File: src/core/irc_pkg.sv
// Constants, field positions and state encodings for the interrupt request controller
// Overview of operation
// [RL1] Up to fourteen sources, each owning a flag bit and an enable bit.
// [RL2] Flags set on their event regardless of any enable, group or global.
// [RL3] Global enable at control bit 7 passes unmasked requests, else blocks all.
// [RL4] Global enable plus any flagged, enabled source starts vectoring at once; the sequencer starts only at the next instruction boundary.
// [RL5] Every reset clears the global enable.
// [RL6] Return-from-interrupt instruction exits handler and sets the global enable.
// [RL7] Edge pin, port-change and timer flags with enables live in control register.
// [RL8] Peripheral flags and enables in two register pairs; group enable in control.
// [RL9] Taking an interrupt clears global enable, pushes return, loads 0004h.
// [RL10] All flags stay readable in the handler for polling.
// [RL11] Software clears serviced flags before re-enabling, else handler re-enters.
// [RL12] Pin and port-change latency three or four instruction cycles, any length.
// [RL13] Peripheral group enable sits at control bit 6, below global enable.
// [RL14] Request is global AND (core hit OR group enable AND peripheral hit).
package irc_pkg;

    // Control register field positions
    localparam int unsigned CTL_GLOBAL_EN_BIT = 7;
    localparam int unsigned CTL_GROUP_EN_BIT  = 6;
    localparam int unsigned CTL_TMR_IE_BIT  = 5;
    localparam int unsigned CTL_EXT_IE_BIT  = 4;
    localparam int unsigned CTL_PCHG_IE_BIT = 3;
    localparam int unsigned CTL_TMR_IF_BIT  = 2;
    localparam int unsigned CTL_EXT_IF_BIT  = 1;
    localparam int unsigned CTL_PCHG_IF_BIT = 0;

    // Reset values
    localparam logic [7:0] CTL_RST     = 8'h00;
    localparam logic [7:0] PFLAG_RST   = 8'h00;
    localparam logic [7:0] PEN_RST     = 8'h00;

    // Implemented peripheral bits; unused ones read as zero
    localparam logic [7:0] PERIPH_A_MASK = 8'hff;
    localparam logic [7:0] PERIPH_B_MASK = 8'h07;

    // Core register write selects
    localparam logic [2:0] SEL_CTL    = 3'h0;
    localparam logic [2:0] SEL_FLAG_A = 3'h1;
    localparam logic [2:0] SEL_FLAG_B = 3'h2;
    localparam logic [2:0] SEL_EN_A   = 3'h3;
    localparam logic [2:0] SEL_EN_B   = 3'h4;

    // Vectoring
    localparam int unsigned PC_W      = 13;
    localparam logic [12:0] VEC_ADDR  = 13'h0004;
    localparam logic [1:0]  VEC_WAIT  = 2'h3;
    localparam int unsigned SYNC_DEPTH = 2;

    typedef enum logic [1:0] {
        IRC_IDLE = 2'b00,
        IRC_WAIT = 2'b01,
        IRC_TAKE = 2'b10
    } irc_state_t;

endpackage : irc_pkg

File: src/core/irc_irq_request_control.sv
// Interrupt request control: flags, enables, gating and vector request
`timescale 1ns/100ps
`default_nettype none
module irc_irq_request_control (
    input  wire logic        clk,                          // Core clock, 25 MHz
    input  wire logic        rst_b,                        // Async reset, active low
    input  wire logic        external_edge_irq_pin,        // Edge interrupt pin, async
    input  wire logic        ext_edge_rising_sel,          // 1 rising, 0 falling edge
    input  wire logic [3:0]  port_change_pins,             // Port-change pins, async
    input  wire logic        primary_timer_ovf_stb,        // Timer overflow pulse
    input  wire logic [7:0]  periph_evt_a,                 // Peripheral events, group a
    input  wire logic [7:0]  periph_evt_b,                 // Peripheral events, group b
    input  wire logic        instr_cycle_stb,              // Instruction cycle boundary
    input  wire logic        return_from_irq_instr_stb,    // Return instruction executes
    input  wire logic        sfr_wr_en,                    // Core register write strobe
    input  wire logic [2:0]  sfr_wr_sel,                   // Register select
    input  wire logic [7:0]  sfr_wr_data,                  // Write data
    output logic      [7:0]  irq_control_reg_q,            // Control register contents
    output logic      [7:0]  peripheral_flag_reg_a_q,      // Peripheral flags a
    output logic      [7:0]  peripheral_flag_reg_b_q,      // Peripheral flags b
    output logic      [7:0]  peripheral_enable_reg_a_q,    // Peripheral enables a
    output logic      [7:0]  peripheral_enable_reg_b_q,    // Peripheral enables b
    output logic             irq_request,                  // Combined request level
    output logic             vector_take,                  // Vector now, one clock
    output logic             push_return,                  // Push return address
    output logic [12:0]      vector_addr                   // Program counter load value
);
    // Flag update: hardware set wins over software clear
    function automatic logic [7:0] flag_nxt(
        input logic [7:0] cur,
        input logic       wr,
        input logic [7:0] wd,
        input logic [7:0] set,
        input logic [7:0] mask
    );
        logic [7:0] base;
        base = wr ? wd : cur;
        flag_nxt = (base | set) & mask;
    endfunction

    logic [7:0]  ctl_r, ctl_nxt;
    logic [7:0]  pflag_a_r, pflag_a_nxt;
    logic [7:0]  pflag_b_r, pflag_b_nxt;
    logic [7:0]  pen_a_r, pen_a_nxt;
    logic [7:0]  pen_b_r, pen_b_nxt;
    logic [12:0] vec_addr_r;

    logic        ext_rise;
    logic        ext_fall;
    logic [3:0]  pchg_rise;
    logic [3:0]  pchg_fall;
    logic        ext_evt;
    logic        pchg_evt;
    logic [7:0]  ctl_set;

    logic        wr_ctl;
    logic        wr_flag_a;
    logic        wr_flag_b;
    logic        wr_en_a;
    logic        wr_en_b;

    logic        glb_en;
    logic        grp_en;
    logic        core_hit;
    logic        periph_hit;
    logic        seq_busy;

    // Pins cross into the core clock before anything looks at them
    irc_edge_sync #(
        .W (1)
    ) u_ext_sync (
        .clk   (clk),
        .rst_b (rst_b),
        .pin   (external_edge_irq_pin),
        .rise  (ext_rise),
        .fall  (ext_fall)
    );

    irc_edge_sync #(
        .W (4)
    ) u_pchg_sync (
        .clk   (clk),
        .rst_b (rst_b),
        .pin   (port_change_pins),
        .rise  (pchg_rise),
        .fall  (pchg_fall)
    );

    assign ext_evt  = ext_edge_rising_sel ? ext_rise : ext_fall;
    assign pchg_evt = |(pchg_rise | pchg_fall);

    // Write decode
    assign wr_ctl    = sfr_wr_en && (sfr_wr_sel == irc_pkg::SEL_CTL);
    assign wr_flag_a = sfr_wr_en && (sfr_wr_sel == irc_pkg::SEL_FLAG_A);
    assign wr_flag_b = sfr_wr_en && (sfr_wr_sel == irc_pkg::SEL_FLAG_B);
    assign wr_en_a   = sfr_wr_en && (sfr_wr_sel == irc_pkg::SEL_EN_A);
    assign wr_en_b   = sfr_wr_en && (sfr_wr_sel == irc_pkg::SEL_EN_B);

    // [RL7] core flags in control
    assign ctl_set = {5'h00, primary_timer_ovf_stb, ext_evt, pchg_evt};

    // [RL2] flags ignore enables
    assign pflag_a_nxt = flag_nxt(pflag_a_r, wr_flag_a, sfr_wr_data, periph_evt_a, irc_pkg::PERIPH_A_MASK);
    assign pflag_b_nxt = flag_nxt(pflag_b_r, wr_flag_b, sfr_wr_data, periph_evt_b, irc_pkg::PERIPH_B_MASK);

    // [RL8] peripheral enable pairs
    assign pen_a_nxt = wr_en_a ? (sfr_wr_data & irc_pkg::PERIPH_A_MASK) : pen_a_r;
    assign pen_b_nxt = wr_en_b ? (sfr_wr_data & irc_pkg::PERIPH_B_MASK) : pen_b_r;

    // Global enable: vector clear beats the return set, which beats a write
    always_comb begin
        ctl_nxt = flag_nxt(ctl_r, wr_ctl, sfr_wr_data, ctl_set, 8'hff);
        // [RL9] vector clears global
        if (vector_take) begin
            ctl_nxt[irc_pkg::CTL_GLOBAL_EN_BIT] = 1'b0;
        // [RL6] return sets global
        end else if (return_from_irq_instr_stb) begin
            ctl_nxt[irc_pkg::CTL_GLOBAL_EN_BIT] = 1'b1;
        end
    end

    // [RL5] reset clears global
    always_ff @(posedge clk or negedge rst_b) begin
        if (!rst_b) begin
            ctl_r     <= irc_pkg::CTL_RST;
            pflag_a_r <= irc_pkg::PFLAG_RST;
            pflag_b_r <= irc_pkg::PFLAG_RST;
            pen_a_r   <= irc_pkg::PEN_RST;
            pen_b_r   <= irc_pkg::PEN_RST;
        end else begin
            ctl_r     <= ctl_nxt;
            pflag_a_r <= pflag_a_nxt;
            pflag_b_r <= pflag_b_nxt;
            pen_a_r   <= pen_a_nxt;
            pen_b_r   <= pen_b_nxt;
        end
    end

    always_ff @(posedge clk or negedge rst_b) begin
        if (!rst_b) begin
            vec_addr_r <= 13'h0000;
        end else if (vector_take) begin
            // [RL9] fixed vector
            vec_addr_r <= irc_pkg::VEC_ADDR;
        end
    end

    // [RL3] [RL13] enable fields
    assign glb_en = ctl_r[irc_pkg::CTL_GLOBAL_EN_BIT];
    assign grp_en = ctl_r[irc_pkg::CTL_GROUP_EN_BIT];

    // [RL1] fourteen flag and enable pairs
    assign core_hit = (ctl_r[irc_pkg::CTL_TMR_IF_BIT]  && ctl_r[irc_pkg::CTL_TMR_IE_BIT])
                   || (ctl_r[irc_pkg::CTL_EXT_IF_BIT]  && ctl_r[irc_pkg::CTL_EXT_IE_BIT])
                   || (ctl_r[irc_pkg::CTL_PCHG_IF_BIT] && ctl_r[irc_pkg::CTL_PCHG_IE_BIT]);
    assign periph_hit = |((pflag_a_r & pen_a_r) | (pflag_b_r & pen_b_r));

    // [RL14] combined request
    assign irq_request = glb_en && (core_hit || (grp_en && periph_hit));

    irc_vector_seq u_vec_seq (
        .clk             (clk),
        .rst_b           (rst_b),
        .irq_request     (irq_request),
        .instr_cycle_stb (instr_cycle_stb),
        .vector_take     (vector_take),
        .busy            (seq_busy)
    );

    // [RL9] push with the vector
    assign push_return = vector_take;

    // [RL10] flags stay visible, never cleared by vectoring
    assign irq_control_reg_q         = ctl_r;
    assign peripheral_flag_reg_a_q   = pflag_a_r;
    assign peripheral_flag_reg_b_q   = pflag_b_r;
    assign peripheral_enable_reg_a_q = pen_a_r;
    assign peripheral_enable_reg_b_q = pen_b_r;
    assign vector_addr               = vec_addr_r;
endmodule // irc_irq_request_control
`default_nettype wire

File: src/core/irc_edge_sync.sv
// Two-stage pin synchroniser with edge detection
`timescale 1ns/100ps
`default_nettype none
module irc_edge_sync #(
    parameter int unsigned W = 1
) (
    input  wire logic         clk,    // Core clock
    input  wire logic         rst_b,  // Async reset, active low
    input  wire logic [W-1:0] pin,    // Raw pin levels
    output logic      [W-1:0] rise,   // Rising edge pulse
    output logic      [W-1:0] fall    // Falling edge pulse
);
    logic [W-1:0] meta_r;
    logic [W-1:0] sync_r;
    logic [W-1:0] prev_r;

    always_ff @(posedge clk or negedge rst_b) begin
        if (!rst_b) begin
            meta_r <= '0;
            sync_r <= '0;
            prev_r <= '0;
        end else begin
            meta_r <= pin;
            sync_r <= meta_r;
            prev_r <= sync_r;
        end
    end

    assign rise = sync_r & ~prev_r;
    assign fall = ~sync_r & prev_r;
endmodule // irc_edge_sync
`default_nettype wire

File: src/core/irc_vector_seq.sv
// Vector sequencer: paces an accepted request to instruction-cycle boundaries
`timescale 1ns/100ps
`default_nettype none
module irc_vector_seq (
    input  wire logic clk,             // Core clock
    input  wire logic rst_b,           // Async reset, active low
    input  wire logic irq_request,     // Combined gated request
    input  wire logic instr_cycle_stb, // One pulse per instruction cycle
    output logic      vector_take,     // Vector pulse, one clock
    output logic      busy             // Sequence in progress
);
    irc_pkg::irc_state_t state_r, state_nxt;
    logic [1:0] cnt_r, cnt_nxt;

    // Counting boundaries, not clocks, keeps latency equal for 1- and 2-cycle instructions
    always_comb begin
        state_nxt = state_r;
        cnt_nxt   = cnt_r;
        case (state_r)
            irc_pkg::IRC_IDLE: begin
                // [RL4] start at the next instruction boundary
                if (irq_request && instr_cycle_stb) begin
                    state_nxt = irc_pkg::IRC_WAIT;
                    cnt_nxt   = 2'h1;
                end
            end
            irc_pkg::IRC_WAIT: begin
                // [RL12] fixed boundary count
                if (!irq_request) begin
                    state_nxt = irc_pkg::IRC_IDLE;
                end else if (instr_cycle_stb) begin
                    if (cnt_r == irc_pkg::VEC_WAIT - 2'h1) begin
                        state_nxt = irc_pkg::IRC_TAKE;
                    end else begin
                        cnt_nxt = cnt_r + 2'h1;
                    end
                end
            end
            irc_pkg::IRC_TAKE: begin
                state_nxt = irc_pkg::IRC_IDLE;
            end
            default: begin
                state_nxt = irc_pkg::IRC_IDLE;
            end
        endcase
    end

    always_ff @(posedge clk or negedge rst_b) begin
        if (!rst_b) begin
            state_r <= irc_pkg::IRC_IDLE;
            cnt_r   <= 2'h0;
        end else begin
            state_r <= state_nxt;
            cnt_r   <= cnt_nxt;
        end
    end

    assign vector_take = (state_r == irc_pkg::IRC_TAKE);
    assign busy        = (state_r != irc_pkg::IRC_IDLE);
endmodule // irc_vector_seq
`default_nettype wire

File: config.mk
export PLATFORM = sky130hd
export DESIGN_NAME = irc_irq_request_control
export DESIGN_NICKNAME = d
export VERILOG_FILES = /design/src/core/irc_pkg.sv /design/src/core/irc_irq_request_control.sv /design/src/core/irc_edge_sync.sv /design/src/core/irc_vector_seq.sv
export SDC_FILE = /design/constraint.sdc
export NUM_CORES = 1
export LEC_CHECK = 0
export ABC_AREA = 1
export BUFFER_PORTS_ARGS = -buffer_cell sky130_fd_sc_hd__buf_2
export CAP_MARGIN = 20
export CORE_AREA = 2 2 78 80
export DETAILED_ROUTE_END_ITERATION = 10
export DIE_AREA = 0 0 80 82
export GPL_TIMING_DRIVEN = 0
export PLACE_DENSITY = 0.69
export SLEW_MARGIN = 20
export SYNTH_ARGS = -nofsm -noshare
export SYNTH_HDL_FRONTEND = slang
export SYNTH_HIERARCHICAL = 1
export SYNTH_SLANG_ARGS = --single-unit
File: constraint.sdc
create_clock -name clk -period 1.5 [get_ports clk]
set_clock_uncertainty 0.15 [all_clocks]
set_input_delay 0.225 -clock clk [delete_from_list [all_inputs] [get_ports clk]]
set_output_delay 0.225 -clock clk [all_outputs]
set_load 0.01 [all_outputs]
==> impl_metrics.env <==
export IMPL_cp_required_ns=1.12
export IMPL_timing_hold_ws_ns=0.01101
export IMPL_clk_insertion_delay_late_ns=0.31
export IMPL_port_buffers=67
export IMPL_wire_per_inst_um=11.74
export IMPL_criticalPathCategory="reg -> out"
export IMPL_dieArea_um2=6560
export IMPL_drv_cap=0
export IMPL_worst_pin_slew_ns=0.6274
export IMPL_synthArstFlopShare=1.000
export IMPL_cpPeakStageDelay_ns=0.41
export IMPL_synth_area_um2=2291
export IMPL_final_common_cell="nand2_1"
export IMPL_vias_per_cell=4.413
export IMPL_synth_distinct_cells=27
export IMPL_routed_wl_mm=5.342
export IMPL_worstHoldPathType="in -> reg"
export IMPL_cts_path_max_buffers=2
export IMPL_finalPower_uw=3410
export IMPL_grt_pass1_wl_mm=8.424
export IMPL_hold_viol=0
export IMPL_cp_cell_sequence="nand2_1 -> inv_1 -> nor2_1 -> nand3_1 -> nand2_2 -> a21oi_4 -> buf_2"
export IMPL_dpl_hpwl_mm=3.742
export IMPL_grt_setup_unrepaired="true"
export IMPL_yosysWarnings=6
export IMPL_synth_area_leaders="dfrtp_1 (55%), nand2_1 (11%), buf_4 (7.5%), inv_1 (4.4%), nand3b_1 (3.6%)"
export IMPL_met1_usage=0.2089
export IMPL_insertedDiodeCount=0
export IMPL_vias=2008
export IMPL_setup_ws_ns=-0.2008
export IMPL_grt_overflow_total=0
export IMPL_fp_row_count=28
export IMPL_grt_usage=0.1674
export IMPL_finalCriticalPeriod_ns=1.701
export IMPL_failed_checks="setup timing"
export IMPL_crit_fanout=3
export IMPL_first_pass_iters=4
export IMPL_synth_seq_area_share=0.5461
export IMPL_place_congestion=0.8278
export IMPL_drc=0
export IMPL_ys_ff_latch=50
export IMPL_critPathSlowestCell="dfrtp_1"
export IMPL_setup_violations=3
export IMPL_ir_drop_mv=0.6080
export IMPL_area_growth_pct=42.82
export IMPL_cts_tree="yes"
export IMPL_fmax_mhz=588.0
export IMPL_numCtsBuffers=5
export IMPL_coreArea_um2=5746
export IMPL_grt_max_degree=51
export IMPL_synthFlopType="dfrtp_1"
export IMPL_min_period_over_period=1.134
export IMPL_grtUsageMet2=0.2825
export IMPL_leakage_uw=0.001772
export IMPL_synth_enable_flop_cells=0
export IMPL_postSynthCellCount=245
export IMPL_relSlewSlack=0.5817
export IMPL_final_antenna_net_count=0
export IMPL_clock_root_buffer="clkbuf_8"
export IMPL_final_cell_mix="nand2_1 (67), buf_2 (65), dfrtp_1 (49)"
export IMPL_netlist_area_leader_share=0.5461
export IMPL_cp_end_kind="primary output"
export IMPL_drive_gt1_frac=0.3816
export IMPL_initial_core_util=0.3987
export IMPL_final_max_slew_viol_count=0
export IMPL_fp_dieW_um=80
export IMPL_yosysTopAreaCell="dfrtp_1"
export IMPL_outcome="complete, but fails checks"
export IMPL_nets=419
export IMPL_grt_busiest_layer="met2"
export IMPL_htree_levels=2
export IMPL_synth_avg_cell_area_um2=9.351
export IMPL_cp_arrival_ns=1.33
export IMPL_preCtsSetupSlack_ns=-0.03744
export IMPL_cts_sinks=50
export IMPL_grt_use_met3=0.04176
export IMPL_antenna_found_initial=0
export IMPL_grt_pass1_vias=1855
export IMPL_detail_route_iter0_violations=65
export IMPL_path_clk_slew_ns=0.09
export IMPL_p_per_area_nw_per_um2=1042
export IMPL_boundaryPins=95
export IMPL_die_h_um=82
export IMPL_start_kind="register"
## per-layer routing
metal | up-vias | wire length (um)
met5 | - | 0
met4 | 0 | 93
met3 | 10 | 346
met2 | 67 | 2643
met1 | 939 | 2258
li1 | 992 | -
## flip-flops by register name, indices dropped and copies added (netlist names)
signal,count
vector_addr,1
u_vec_seq/state_r,2
peripheral_enable_reg_b_q,3
u_vec_seq/cnt_r,2
irq_control_reg_q,8
u_pchg_sync/meta_r,4
u_pchg_sync/prev_r,4
u_ext_sync/prev_r,1
u_ext_sync/sync_r,1
peripheral_flag_reg_a_q,8
u_ext_sync/meta_r,1
peripheral_flag_reg_b_q,3
u_pchg_sync/sync_r,4
peripheral_enable_reg_a_q,8
## layout make-up
cell class	count	area [um^2]
plain buffers	25	195.2
clock buffers	5	68.82
clock inverters	3	25.02
fillers	544	2474
inverters	29	108.9
multi-input cells	162	840.8
flip-flops and latches	50	1252
well taps	75	93.84
repair buffers	106	686.9
## cells by family after synthesis
kind of cell / share of synthesized area
and+or+nand+nor: 0.2403
buffers and inverters: 0.1327
DFF: 0.5461
AOI/OAI and AO/OA: 0.06280
muxes: 0.01092
adders and majority gates: 0.005461
other: 0.001637
## worst paths after layout
| check | startpoint | to | slack, ns | depth (start not counted) |
|---|---|---|---|---|
| worst max-delay path | peripheral_flag_reg_a_q[5] | irq_request | -0.20 | 7 |
| worst min-delay path | sfr_wr_data[3] | peripheral_flag_reg_a_q[3] | 0.01 | 3 |
| worst max register to register | peripheral_flag_reg_b_q[2] | u_vec_seq/cnt_r[1] | -0.12 | 12 |
| worst min register to register | u_pchg_sync/meta_r[3] | u_pchg_sync/sync_r[3] | 0.21 | 0 |
| max in group asynchronous | rst_b | u_vec_seq/state_r[0] | 0.43 | 2 |
| min in group asynchronous | rst_b | u_vec_seq/cnt_r[1] | 0.32 | 2 |
## synthesized netlist by cell type (2+ instances only)
cell	count
nor2_4	2
nand3_1	7
nand3b_1	11
o21ai_1	5
o21ai_0	3
inv_1	27
nand3_4	2
nand2_1	68
inv_2	2
nor2_1	17
buf_4	23
o21ai_2	7
buf_6	2
a21oi_1	3
nand2_2	3
nor4_1	2
dfrtp_1	50
nand4_1	2
## where the power goes
part	leakage, uW	switching, uW	internal, uW
Clock	0.0000447	465	337
Combinational	0.00117	503	492
Sequential	0.000558	109	1500
Total	0.00177	1080	2330
## stage by stage
stage	utilization	TNS [ns]	instance area, um^2	instances
2_1_floorplan	-	0	2381	266
3_3_place_gp	0.4891	-0.02003	2810	408
3_5_place_dp	0.4891	-0.07171	2810	408
4_1_cts	0.5632	-0.4058	3236	452
5_1_grt	0.5695	-0.8145	3272	455
6_report	0.5695	-0.4292	3272	455
## critical path: cells and delay by family, from the launching register on
kind,cells,cell delay (ns)
flops,1,0.41
buf+inv,2,0.18
simple gates,4,0.39
compound gates,1,0.06
## timing repair
| action | in CTS | in global routing |
|---|---|---|
| setup buffers | 17 | 2 |
| setup endpoints to repair | 5 | 6 |
| resized for setup | 5 | 2 |
| endpoints found under the hold margin | 17 | 50 |
| gates cloned | 0 | 0 |
| pin swaps | 1 | 2 |
| hold buffers | 19 | 1 |
Power figures use the tool's default switching activity.
